===== src/ascp_pkg.sv =====
package ascp_pkg;
	localparam int          FRAME_BITS       = 20;
	localparam logic [7:0]  ADDR_SLEEP_CTRL  = 8'h04;
	localparam logic [7:0]  ADDR_UNLOCK_KEY  = 8'h05;
	localparam logic [7:0]  ADDR_LANE_SEL    = 8'h0D;
	localparam logic [7:0]  ADDR_FORMAT_SEL  = 8'h11;
	localparam logic [7:0]  ADDR_REF_SRC     = 8'h20;
	localparam logic [7:0]  ADDR_REF_A_LOW   = 8'h24;
	localparam logic [7:0]  ADDR_REF_A_HIGH  = 8'h25;
	localparam logic [7:0]  ADDR_REF_B_LOW   = 8'h26;
	localparam logic [7:0]  ADDR_REF_B_HIGH  = 8'h27;
	localparam logic [7:0]  ADDR_INPUT_SETUP = 8'h28;
	localparam logic [7:0]  REG_RESET        = 8'h00;
	localparam logic [3:0]  UNLOCK_PATTERN   = 4'h9;
	localparam int          LIGHT_SLEEP_POS  = 2;
	localparam int          DEEP_SLEEP_POS   = 1;
	localparam logic [7:0]  SLEEP_CTRL_MASK  = 8'h06;
	localparam logic [7:0]  UNLOCK_KEY_MASK  = 8'h0F;
	localparam logic [7:0]  LOW_BIT_MASK     = 8'h01;
	localparam logic [7:0]  FULL_MASK        = 8'hFF;
	localparam int          READ_OUT_BITS    = 8;

	typedef enum logic [3:0] {
		ASCP_OP_IDLE  = 4'b0000,
		ASCP_OP_WRITE = 4'b0001,
		ASCP_OP_READ  = 4'b0010,
		ASCP_OP_SET   = 4'b0011,
		ASCP_OP_CLEAR = 4'b0100
	} ascp_op_type;
endpackage


===== src/ascp_top.sv =====
// Behaviour
// - Light sleep powers down both converter cores and oscillator; rest stays up.
// - Light sleep keeps enabled reference on and keeps ref level registers.
// - Deep sleep powers down all but serial interface and I/O.
// - All-zero frame is idle; no change; next frame shows conversion results.
// - Opcode 0001 writes data byte to addressed register.
// - Opcode 0010 selects addressed register for readback; data field ignored.
// - Opcode 0011 sets addressed register bits where data bits are one.
// - Opcode 0100 clears addressed register bits where data bits are one.
// - Undefined opcodes behave as idle with no register change.
// - Command bits are captured on host serial clock edges.
// - Frames are 20 bits right-aligned; shorter frames are discarded.
// - Longer frames decode only the final 20 bits received.
// - Read decoded at select rise; value presented during next frame.
// - First eight bits out in next frame are the requested register.
// - Write, set and clear decode at select rise and update register.
// - Sleep control writes accepted only after key low nibble holds 1001.
// - Sleep control bit 2 light, bit 1 deep; other bits read-only zero.
module ascp_top (
	input  wire logic clk,
	input  wire logic rst_n,
	input  wire logic serial_clock,
	input  wire logic frame_select_n,
	input  wire logic serial_cmd_in,
	input  wire logic [15:0] result_a,
	input  wire logic [15:0] result_b,
	output logic      serial_out_primary,
	output logic      serial_out_primary_oe_n,
	output logic      serial_out_secondary,
	output logic      serial_out_secondary_oe_n,
	output logic      core_a_power_down,
	output logic      core_b_power_down,
	output logic      oscillator_power_down,
	output logic      reference_power_down,
	output logic      single_lane_mode,
	output logic      twos_complement_mode,
	output logic      internal_reference_select,
	output logic      pseudo_diff_mode,
	output logic [8:0] ref_level_a,
	output logic [8:0] ref_level_b
);
	// Pin synchronisers: first stage is read only by the second
	logic [1:0] sclk_sync_q;
	logic [1:0] cs_sync_q;
	logic [1:0] sdi_sync_q;
	logic       sclk_prev_q;
	logic       cs_prev_q;

	always_ff @(posedge clk or negedge rst_n) begin
		if (!rst_n) begin
			// Serial clock idles high, so the detector starts high to avoid a false edge
			sclk_sync_q <= 2'h3;
			cs_sync_q   <= 2'h3;
			sdi_sync_q  <= 2'h0;
			sclk_prev_q <= 1'b1;
			cs_prev_q   <= 1'b1;
		end else begin
			sclk_sync_q <= {sclk_sync_q[0], serial_clock};
			cs_sync_q   <= {cs_sync_q[0], frame_select_n};
			sdi_sync_q  <= {sdi_sync_q[0], serial_cmd_in};
			sclk_prev_q <= sclk_sync_q[1];
			cs_prev_q   <= cs_sync_q[1];
		end
	end

	logic sclk_rise;
	logic sclk_fall;
	logic cs_rise;
	logic cs_fall;
	logic cs_active;
	assign sclk_rise = sclk_sync_q[1] & ~sclk_prev_q;
	assign sclk_fall = ~sclk_sync_q[1] & sclk_prev_q;
	assign cs_rise   = cs_sync_q[1] & ~cs_prev_q;
	assign cs_fall   = ~cs_sync_q[1] & cs_prev_q;
	assign cs_active = ~cs_sync_q[1];

	// Shift register keeps only the last 20 bits; counter saturates at 20
	logic [ascp_pkg::FRAME_BITS-1:0] shift_q;
	logic [4:0]                      bit_count_q;
	localparam logic [4:0] FULL_COUNT = 5'(ascp_pkg::FRAME_BITS);

	always_ff @(posedge clk or negedge rst_n) begin
		if (!rst_n) begin
			shift_q     <= '0;
			bit_count_q <= 5'h00;
		end else if (cs_fall) begin
			bit_count_q <= 5'h00;
		end else if (cs_active && sclk_rise) begin
			shift_q <= {shift_q[ascp_pkg::FRAME_BITS-2:0], sdi_sync_q[1]};
			if (bit_count_q != FULL_COUNT) begin
				bit_count_q <= bit_count_q + 5'h01;
			end
		end
	end

	logic        frame_ok;
	logic [3:0]  cmd_op;
	logic [7:0]  cmd_addr;
	logic [7:0]  cmd_data;
	assign frame_ok = cs_rise && (bit_count_q == FULL_COUNT);
	assign cmd_op   = shift_q[19:16];
	assign cmd_addr = shift_q[15:8];
	assign cmd_data = shift_q[7:0];

	// Register bank
	logic [7:0] sleep_control_q;
	logic [7:0] sleep_unlock_key_q;
	logic [7:0] output_lane_select_q;
	logic [7:0] result_format_select_q;
	logic [7:0] reference_source_select_q;
	logic [7:0] ref_level_a_low_q;
	logic [7:0] ref_level_a_high_q;
	logic [7:0] ref_level_b_low_q;
	logic [7:0] ref_level_b_high_q;
	logic [7:0] analog_input_setup_q;

	logic [7:0] cur_val;
	logic [7:0] wmask;
	always_comb begin
		cur_val = 8'h00;
		wmask   = 8'h00;
		case (cmd_addr)
			ascp_pkg::ADDR_SLEEP_CTRL: begin
				cur_val = sleep_control_q;
				wmask   = ascp_pkg::SLEEP_CTRL_MASK;
			end
			ascp_pkg::ADDR_UNLOCK_KEY: begin
				cur_val = sleep_unlock_key_q;
				wmask   = ascp_pkg::UNLOCK_KEY_MASK;
			end
			ascp_pkg::ADDR_LANE_SEL: begin
				cur_val = output_lane_select_q;
				wmask   = ascp_pkg::LOW_BIT_MASK;
			end
			ascp_pkg::ADDR_FORMAT_SEL: begin
				cur_val = result_format_select_q;
				wmask   = ascp_pkg::LOW_BIT_MASK;
			end
			ascp_pkg::ADDR_REF_SRC: begin
				cur_val = reference_source_select_q;
				wmask   = ascp_pkg::LOW_BIT_MASK;
			end
			ascp_pkg::ADDR_REF_A_LOW: begin
				cur_val = ref_level_a_low_q;
				wmask   = ascp_pkg::FULL_MASK;
			end
			ascp_pkg::ADDR_REF_A_HIGH: begin
				cur_val = ref_level_a_high_q;
				wmask   = ascp_pkg::LOW_BIT_MASK;
			end
			ascp_pkg::ADDR_REF_B_LOW: begin
				cur_val = ref_level_b_low_q;
				wmask   = ascp_pkg::FULL_MASK;
			end
			ascp_pkg::ADDR_REF_B_HIGH: begin
				cur_val = ref_level_b_high_q;
				wmask   = ascp_pkg::LOW_BIT_MASK;
			end
			ascp_pkg::ADDR_INPUT_SETUP: begin
				cur_val = analog_input_setup_q;
				wmask   = ascp_pkg::LOW_BIT_MASK;
			end
			default: begin
				cur_val = 8'h00;
				wmask   = 8'h00;
			end
		endcase
	end

	logic [7:0] new_val;
	logic       do_update;
	always_comb begin
		new_val   = cur_val;
		do_update = 1'b0;
		case (cmd_op)
			ascp_pkg::ASCP_OP_WRITE: begin
				new_val   = (cur_val & ~wmask) | (cmd_data & wmask);
				do_update = frame_ok;
			end
			ascp_pkg::ASCP_OP_SET: begin
				new_val   = cur_val | (cmd_data & wmask);
				do_update = frame_ok;
			end
			ascp_pkg::ASCP_OP_CLEAR: begin
				new_val   = cur_val & ~(cmd_data & wmask);
				do_update = frame_ok;
			end
			default: begin
				new_val   = cur_val;
				do_update = 1'b0;
			end
		endcase
	end

	logic key_ok;
	assign key_ok = (sleep_unlock_key_q[3:0] == ascp_pkg::UNLOCK_PATTERN);

	always_ff @(posedge clk or negedge rst_n) begin
		if (!rst_n) begin
			sleep_control_q           <= ascp_pkg::REG_RESET;
			sleep_unlock_key_q        <= ascp_pkg::REG_RESET;
			output_lane_select_q      <= ascp_pkg::REG_RESET;
			result_format_select_q    <= ascp_pkg::REG_RESET;
			reference_source_select_q <= ascp_pkg::REG_RESET;
			ref_level_a_low_q         <= ascp_pkg::REG_RESET;
			ref_level_a_high_q        <= ascp_pkg::REG_RESET;
			ref_level_b_low_q         <= ascp_pkg::REG_RESET;
			ref_level_b_high_q        <= ascp_pkg::REG_RESET;
			analog_input_setup_q      <= ascp_pkg::REG_RESET;
		end else if (do_update) begin
			case (cmd_addr)
				ascp_pkg::ADDR_SLEEP_CTRL: begin
					if (key_ok) begin
						sleep_control_q <= new_val;
					end
				end
				ascp_pkg::ADDR_UNLOCK_KEY:  sleep_unlock_key_q        <= new_val;
				ascp_pkg::ADDR_LANE_SEL:    output_lane_select_q      <= new_val;
				ascp_pkg::ADDR_FORMAT_SEL:  result_format_select_q    <= new_val;
				ascp_pkg::ADDR_REF_SRC:     reference_source_select_q <= new_val;
				ascp_pkg::ADDR_REF_A_LOW:   ref_level_a_low_q         <= new_val;
				ascp_pkg::ADDR_REF_A_HIGH:  ref_level_a_high_q        <= new_val;
				ascp_pkg::ADDR_REF_B_LOW:   ref_level_b_low_q         <= new_val;
				ascp_pkg::ADDR_REF_B_HIGH:  ref_level_b_high_q        <= new_val;
				ascp_pkg::ADDR_INPUT_SETUP: analog_input_setup_q      <= new_val;
				default: begin
				end
			endcase
		end
	end

	// Readback: read frame arms a byte for the next frame
	logic        read_pending_q;
	logic [7:0]  read_byte_q;
	always_ff @(posedge clk or negedge rst_n) begin
		if (!rst_n) begin
			read_pending_q <= 1'b0;
			read_byte_q    <= 8'h00;
		end else if (cs_rise) begin
			read_pending_q <= frame_ok && (cmd_op == ascp_pkg::ASCP_OP_READ);
			read_byte_q    <= cur_val;
		end
	end

	// Output shifters; register read goes first on the primary lane
	logic [31:0] out_a_q;
	logic [15:0] out_b_q;
	always_ff @(posedge clk or negedge rst_n) begin
		if (!rst_n) begin
			out_a_q                   <= 32'h0000_0000;
			out_b_q                   <= 16'h0000;
			serial_out_primary        <= 1'b0;
			serial_out_secondary      <= 1'b0;
			serial_out_primary_oe_n   <= 1'b1;
			serial_out_secondary_oe_n <= 1'b1;
		end else if (cs_fall) begin
			serial_out_primary_oe_n   <= 1'b0;
			serial_out_secondary_oe_n <= 1'b0;
			if (read_pending_q) begin
				serial_out_primary <= read_byte_q[7];
				out_a_q            <= {read_byte_q[6:0], 25'h0000000};
				serial_out_secondary <= 1'b0;
				out_b_q            <= 16'h0000;
			end else if (output_lane_select_q[0]) begin
				serial_out_primary   <= result_a[15];
				out_a_q              <= {result_a[14:0], result_b, 1'b0};
				serial_out_secondary <= 1'b0;
				out_b_q              <= 16'h0000;
			end else begin
				serial_out_primary   <= result_a[15];
				out_a_q              <= {result_a[14:0], 17'h00000};
				serial_out_secondary <= result_b[15];
				out_b_q              <= {result_b[14:0], 1'b0};
			end
		end else if (cs_rise) begin
			serial_out_primary_oe_n   <= 1'b1;
			serial_out_secondary_oe_n <= 1'b1;
		end else if (cs_active && sclk_fall) begin
			serial_out_primary   <= out_a_q[31];
			out_a_q              <= {out_a_q[30:0], 1'b0};
			serial_out_secondary <= out_b_q[15];
			out_b_q              <= {out_b_q[14:0], 1'b0};
		end
	end

	// Power control from sleep control; mode and reference level outputs from their registers
	always_ff @(posedge clk or negedge rst_n) begin
		if (!rst_n) begin
			core_a_power_down         <= 1'b0;
			core_b_power_down         <= 1'b0;
			oscillator_power_down     <= 1'b0;
			reference_power_down      <= 1'b0;
			single_lane_mode          <= 1'b0;
			twos_complement_mode      <= 1'b0;
			internal_reference_select <= 1'b0;
			pseudo_diff_mode          <= 1'b0;
			ref_level_a               <= 9'h000;
			ref_level_b               <= 9'h000;
		end else begin
			core_a_power_down     <= sleep_control_q[ascp_pkg::LIGHT_SLEEP_POS]
				| sleep_control_q[ascp_pkg::DEEP_SLEEP_POS];
			core_b_power_down     <= sleep_control_q[ascp_pkg::LIGHT_SLEEP_POS]
				| sleep_control_q[ascp_pkg::DEEP_SLEEP_POS];
			oscillator_power_down <= sleep_control_q[ascp_pkg::LIGHT_SLEEP_POS]
				| sleep_control_q[ascp_pkg::DEEP_SLEEP_POS];
			// Light sleep leaves the reference alone so wake-up is quick
			reference_power_down  <= sleep_control_q[ascp_pkg::DEEP_SLEEP_POS];
			single_lane_mode          <= output_lane_select_q[0];
			twos_complement_mode      <= result_format_select_q[0];
			internal_reference_select <= reference_source_select_q[0];
			pseudo_diff_mode          <= analog_input_setup_q[0];
			ref_level_a <= {ref_level_a_high_q[0], ref_level_a_low_q};
			ref_level_b <= {ref_level_b_high_q[0], ref_level_b_low_q};
		end
	end
endmodule


===== config.mk =====
export PLATFORM = sky130hd
export DESIGN_NAME = ascp_top
export DESIGN_NICKNAME = d
export VERILOG_FILES = /design/src/ascp_pkg.sv /design/src/ascp_top.sv
export SDC_FILE = /design/constraint.sdc
export NUM_CORES = 1
export LEC_CHECK = 0
export ABC_AREA = 1
export BUFFER_PORTS_ARGS = -buffer_cell sky130_fd_sc_hd__buf_2
export CORE_UTILIZATION = 43
export CTS_BUF_LIST = sky130_fd_sc_hd__clkbuf_8
export CTS_CLUSTER_DIAMETER = 120
export DETAILED_ROUTE_END_ITERATION = 6
export SLEW_MARGIN = 20
export SYNTH_ARGS = -nofsm -noshare
export SYNTH_HDL_FRONTEND = slang
export SYNTH_SLANG_ARGS = --single-unit

===== constraint.sdc =====
create_clock -name clk -period 4.1 [get_ports clk]
set_input_delay 0.205 -clock clk [delete_from_list [all_inputs] [get_ports clk]]
set_output_delay 0.205 -clock clk [all_outputs]
set_load 0.005 [all_outputs]

### Word-level counts from Yosys, hierarchy flattened

Index checks and enable logic that the tools add are counted.

| cells by class | value |
|---|---|
| add/subtract/negate cells | 1 |
| eq/ne operators | 18 |
| muxes and demuxes | 28 |
| bitwise logic cells | 17 |
| reductions and logical operators | 24 |

Operators by type and width:

| kind | count |
|---|---|
| 2-to-1 mux 32 bit | 4 |
| 2-to-1 mux 16 bit | 5 |
| case mux 8 bit (10 select lines) | 1 |
| == test 8 x 6 -> 1 bit (second input constant) | 6 |
| case mux 8 bit (4 select lines) | 1 |
| AND 8 bit | 3 |
| case mux 8 bit (3 select lines) | 1 |
| AND reduction 2 bit | 12 |
| 2-to-1 mux 17 bit | 1 |
| == test 8 x 3 -> 1 bit (second input constant) | 2 |
| inverter 8 bit | 2 |
| bitwise OR 8 bit | 2 |
| 2-to-1 mux 5 bit | 3 |
| 2-to-1 mux 1 bit | 12 |
| == test 4 x 2 -> 1 bit (second input constant) | 2 |
| == test 8 x 4 -> 1 bit (second input constant) | 1 |
| == test 8 x 5 -> 1 bit (second input constant) | 1 |
| nonzero test 2 bit | 4 |
| OR reduction 6 bit | 1 |
| adder 5 x 1 -> 5 bit (second input constant) | 1 |
| == test 5 bit (second input constant) | 1 |
| != test 5 bit (second input constant) | 1 |
| inverter 1 bit | 5 |
| AND 1 bit | 4 |
| 9 further kinds | 12 |

| storage, ports and cells | value |
|---|---|
| register bits | 197 |
| input port bits | 37 |
| output and inout port bits | 30 |
| word-level logic and storage cells | 120 |

### Depth between registers and ports, before layout

| logic depth | value |
|---|---|
| depth in word-level cells | 7 |
| depth in mapped cells | 15 |
| mapped depth without buffers | 15 |

### Worst setup path before layout

OpenSTA, ideal clock, no wires.

| timing | value |
|---|---|
| path type | register to register |
| start | reg cs_sync_q[1] |
| end | reg out_a_q[13] |
| setup time | 0.077 ns |
| arrival time | 1.812 ns |
| required time | 4.023 ns |
| path slack | 2.211 ns |
| cell stages (with the launch flop) | 10 |
| path buffers | 2 |
| clock period less this slack | 1.889 ns |
| path through | dfstp_2 -> inv_1 -> ha_1 -> inv_1 -> o21ai_1 -> nand2_1 -> clkbuf_1 -> clkbuf_1 -> nand2_1 -> o21ai_1 |

| on the way | value |
|---|---|
| word-level cells in the longest chain between the ends | 4 |
| elaborated cells on any way between the ends | 8 |
| classes of those cells | 1 x eq/ne; 1 x mux; 3 x bitwise; 3 x reduce/logical |

RTL lines:

| item | RTL line | source |
|---|---|---|
| start: declaration | ascp_top.sv:44 | `logic [1:0] cs_sync_q;` |
| start signal: assignment | ascp_top.sv:59 | `cs_sync_q <= {cs_sync_q[0], frame_select_n};` |
| inverter 1 bit | ascp_top.sv:74, ascp_top.sv:75 |  |
| AND 1 bit or logical AND 1 bit (tied branches) | ascp_top.sv:74, ascp_top.sv:278 |  |
| != test 2 x 1 -> 1 bit (no source line) or nonzero test 2 bit (tied branches) | -- |  |
| AND reduction 2 bit (no source line) | -- |  |
| end signal: assignment | ascp_top.sv:261 | `out_a_q <= {read_byte_q[6:0], 25'h0000000};` |
| end signal: assignment | ascp_top.sv:266 | `out_a_q <= {result_a[14:0], result_b, 1'b0};` |
| end signal: assignment | ascp_top.sv:271 | `out_a_q <= {result_a[14:0], 17'h00000};` |
| end: declaration | ascp_top.sv:246 | `logic [31:0] out_a_q;` |

Parallel ways exist; a longest one is shown, timed or not.
A chain may end at the register's enable or synchronous reset.

### Worst setup path in the final report

| timing | value |
|---|---|
| start | reg cs_sync_q[1] |
| end | reg out_a_q[25] |

Same word-level chain as after synthesis.

==> impl_metrics.csv <==
group,metric,value,unit
outcome,outcome,"finished clean",
drt,dr.pass1.iters,5,
critical_path,worstSetupPathDepth,8,
synthesis,yosysSeqAreaShare,0.573,
global_routing,grt_pass1_wl,29500,um
timing,worstMarginPinSlew,913,ps
synthesis,async_reset_ff_frac,1.00,
drt,ant_nets,0,
synthesis,synth_edf_count,0,
drt,drc,0,
floorplan,die-area,20400,sq um
timing,post-route-min-period,2550,ps
synthesis,synth_top_family_by_area,"simple AND/OR/NAND/NOR gates",
synthesis,ys_warn_count,0,
drt,vias,6063,
timing,maxSlewHeadroom,0.391,
critical_path,worst_path_largest_cell_delay,560,ps
timing,skew,19.5,ps
global_routing,globalRoute.busiestLayer,"met2",
synthesis,synth_compound_area_frac,0.0899,
min_path,min_from,"result_b[7]",
pwr,power_frac_comb,0.121,
floorplan,design.portCount,67,
critical_path,critPathLaunch,"cs_sync_q[1]",
pwr,switching_share,0.281,
pwr,clockPowerShare,0.339,
timing,setup_viol,0,
place,gp_congestion,0.785,
min_path,hold_end,"out_a_q[8]",
finish,postLayoutCoreUtil,0.485,
clock_tree,numCtsBuffers,17,
finish,fillers,1836,
timing,finalMaxSlewViolations,0,
critical_path,rrSetupSlack,1550,ps
clock_tree,cts.sinks,195,
global_routing,grt_usage,0.187,
clock_tree,insertion_delay,470,ps
critical_path,regToRegStartpoint,"cs_sync_q[1]",
critical_path,start_kind,"flip-flop",
timing,fmax,392,MHz
place,dp_hpwl,12000,um
drt,wl_per_cell,14.1,um
global_routing,grt_pass1_vias,5759,
pwr,pwr-share-seq,0.540,
finish,syn_to_final_growth,10.8,%
synthesis,netlist-cell-type-count,37,
synthesis,synthAdderAreaFrac,0.00587,
pwr,power_leakage,4.90,nW
synthesis,synthSimpleGateAreaFrac,0.263,
clock_tree,cts_buffer_depth,2,
floorplan,die_height,143,um
min_path,hold_depth,3,
critical_path,r2r_cells,8,
drt,totalWireLength,17800,um
clock_tree,cts_root_buffer,"clkbuf_8",
place,port_buffers,66,
min_path,min_path_type,"input pin to flip-flop",
synthesis,syn-instance-count,961,
critical_path,critPathMaxFanout,45,
synthesis,ys.flop_type,"dfrtp_1",
finish,drive_above_1_share,0.166,
pwr,ir_drop,201,uV
drt,drtIter0Drc,365,
critical_path,crit_path_end_kind,"flip-flop",
synthesis,avgSynthCellArea,8.87,sq um
critical_path,cp_common_cell,"inv_1",
critical_path,cp_top_family,"buffers and inverters",
finish,fin_nets,1022,
floorplan,initial_utilization,0.438,
global_routing,grt_util_met1,0.271,
synthesis,syn_area,8530,sq um
floorplan,die_w,143,um
global_routing,grt_max_degree,113,
timing,hold_viol_final,0,
synthesis,synthXorXnorAreaFrac,0,
global_routing,antenna_found_initial,0,
clock_tree,cts_resized,0,
critical_path,required,4430,ps
clock_tree,cts_tree,"yes",
timing,tns,0,ps
global_routing,grt-ovfl-total,0,
critical_path,crit_slowest_cell,"dfstp_2",
critical_path,r2r-end,"out_a_q[25]",
synthesis,synthMuxAreaShare,0,
critical_path,arrival,2880,ps
critical_path,cp_cell_sequence,"inv_1 -> ha_1 -> inv_1 -> o21ai_1 -> nand2_2 -> inv_2 -> o211ai_1 -> o21ai_0",
clock_tree,clk_pin_slew,110,ps
clock_tree,htree_levels,4,
critical_path,critPathKind,"flip-flop to flip-flop",
pwr,intPower,2.83,mW
synthesis,synth_nets,1002,
run,drv_cap,0,
synthesis,synth_seq_cells,195,
floorplan,rows,51,
finish,diodes,0,
timing,fin_crit_sh,0.622,
critical_path,path_buf_inv,3,
pwr,p_sw,1.10,mW
timing,rsz0062_at_grt,"no",
pwr,p_per_area,416,nW/um^2
drt,drt-vias-per-instance,4.82,
floorplan,core-area,19500,sq um
global_routing,met2_usage,0.291,
global_routing,gr-usage-met3,0.0366,
placed cells by master, fill, tap and decap left out, drive strengths merged, types with 2 or more instances in the layout:
cell type,synthesis,final
nand2,323,323
dfrtp,188,188
o21ai,80,80
nor2,75,75
nand3,72,72
buf,13,71
inv,56,62
a22oi,30,30
clkbuf,71,18
dlygate4sd3,0,13
a21oi,9,9
a31oi,8,8
dfstp,7,7
nand3b,5,5
o22ai,5,5
clkinv,2,5
ha,4,4
nand4,3,3
clkinvlp,0,3
bufinv,0,3
nor3,3,3
and2,2,2
nor4,2,2
routing by layer:
metal	routed length, um	vias up
li1	-	3095
met1	9090	2839
met2	7940	115
met3	617	14
met4	150	0
met5	0	-
tightest hold or removal path, stage by stage:
cell and delay, ps:
buf_2 90, a22oi_1 60, o21ai_0 130
power by group through the flow:
stage,sequential [mW],clock (mW),combinational (mW)
floorplan,2.14,0,0.330
global placement,2.16,0,0.466
detailed placement,2.16,0,0.473
CTS,2.13,1.38,0.481
global route,2.14,1.45,0.539
finish,2.12,1.33,0.474
metrics by stage:
stage	total power, mW	worst slack (ps)	hold WS [ps]	area, sq um	std cells
6_report	3.93	1550	49.8	9450	1259
3_5_place_dp	2.63	1560	314	8890	1214
4_1_cts	3.98	1530	9.83	9450	1259
5_1_grt	4.13	1270	33.0	9450	1259
2_1_floorplan	2.47	2210	-90.6	8530	961
3_3_place_gp	2.63	1610	311	8890	1214
registers in the layout, summed over array words and instances (netlist names), 2 cells and up:
name	flops
analog_input_setup_q	8
bit_count_q	5
cs_sync_q	2
out_a_q	31
out_b_q	15
output_lane_select_q	8
read_byte_q	8
ref_level_a	9
ref_level_a_high_q	8
ref_level_a_low_q	8
ref_level_b	9
ref_level_b_high_q	8
ref_level_b_low_q	8
reference_source_select_q	8
result_format_select_q	8
sclk_sync_q	2
sdi_sync_q	2
shift_q	20
sleep_control_q	8
sleep_unlock_key_q	8
synth_stat cells, types with 2 or more instances:
library cell  number  area (sq um)
ha_1               4          50.1
nand3_2            2          20.0
clkbuf_1          71           267
nor2_4            10           113
o21ai_1            9          45.0
nand4_1            3          18.8
dfstp_2            7           184
a22oi_1           30           225
nor2_1            56           210
clkinv_1           2          7.51
inv_1             44           165
nand2_4           11           124
inv_2             11          41.3
a21oi_1            9          45.0
a31oi_1            8          50.1
nor3_1             2          10.0
nand2_1          306          1150
o22ai_1            5          31.3
nor2_8             4          80.1
dfrtp_1          188          4700
nor2_2             5          31.3
buf_2              5          25.0
o21ai_0           71           355
buf_4              5          37.5
nand3b_1           5          37.5
buf_6              2          22.5
nand2_2            6          37.5
and2_1             2          12.5
nand3_1           70           350
what timing repair did:
action                    CTS  global route
hold endpoints to repair  115             0
setup buffers               0             0
hold buffers               13             0
worst max path at each step:
stage / endpoint / slack [ps]
detailed placement: out_a_q[25] / 1560
global placement: out_a_q[25] / 1610
CTS: out_a_q[25] / 1530
finish: out_a_q[25] / 1550
global route: out_a_q[25] / 1270
floorplan: out_a_q[13] / 2210
cells by family (layout without fill, tap and decap cells):
group | count (synthesis) | in the layout
AOI/OAI and AO/OA | 134 | 134
adders and majority gates | 4 | 4
buffers and inverters | 142 | 175
DFF | 195 | 195
and+or+nand+nor | 486 | 486
layout make-up:
class,count,area [sq um],area share
clock buffers,17,234,0.0248
clock inverters,15,194,0.0205
inverters,58,223,0.0236
multi-input cells,624,3060,0.324
flip-flops and latches,195,4890,0.517
well taps,265,332,0.0351
repair buffers,85,514,0.0544
Power figures use the tool's default switching activity.
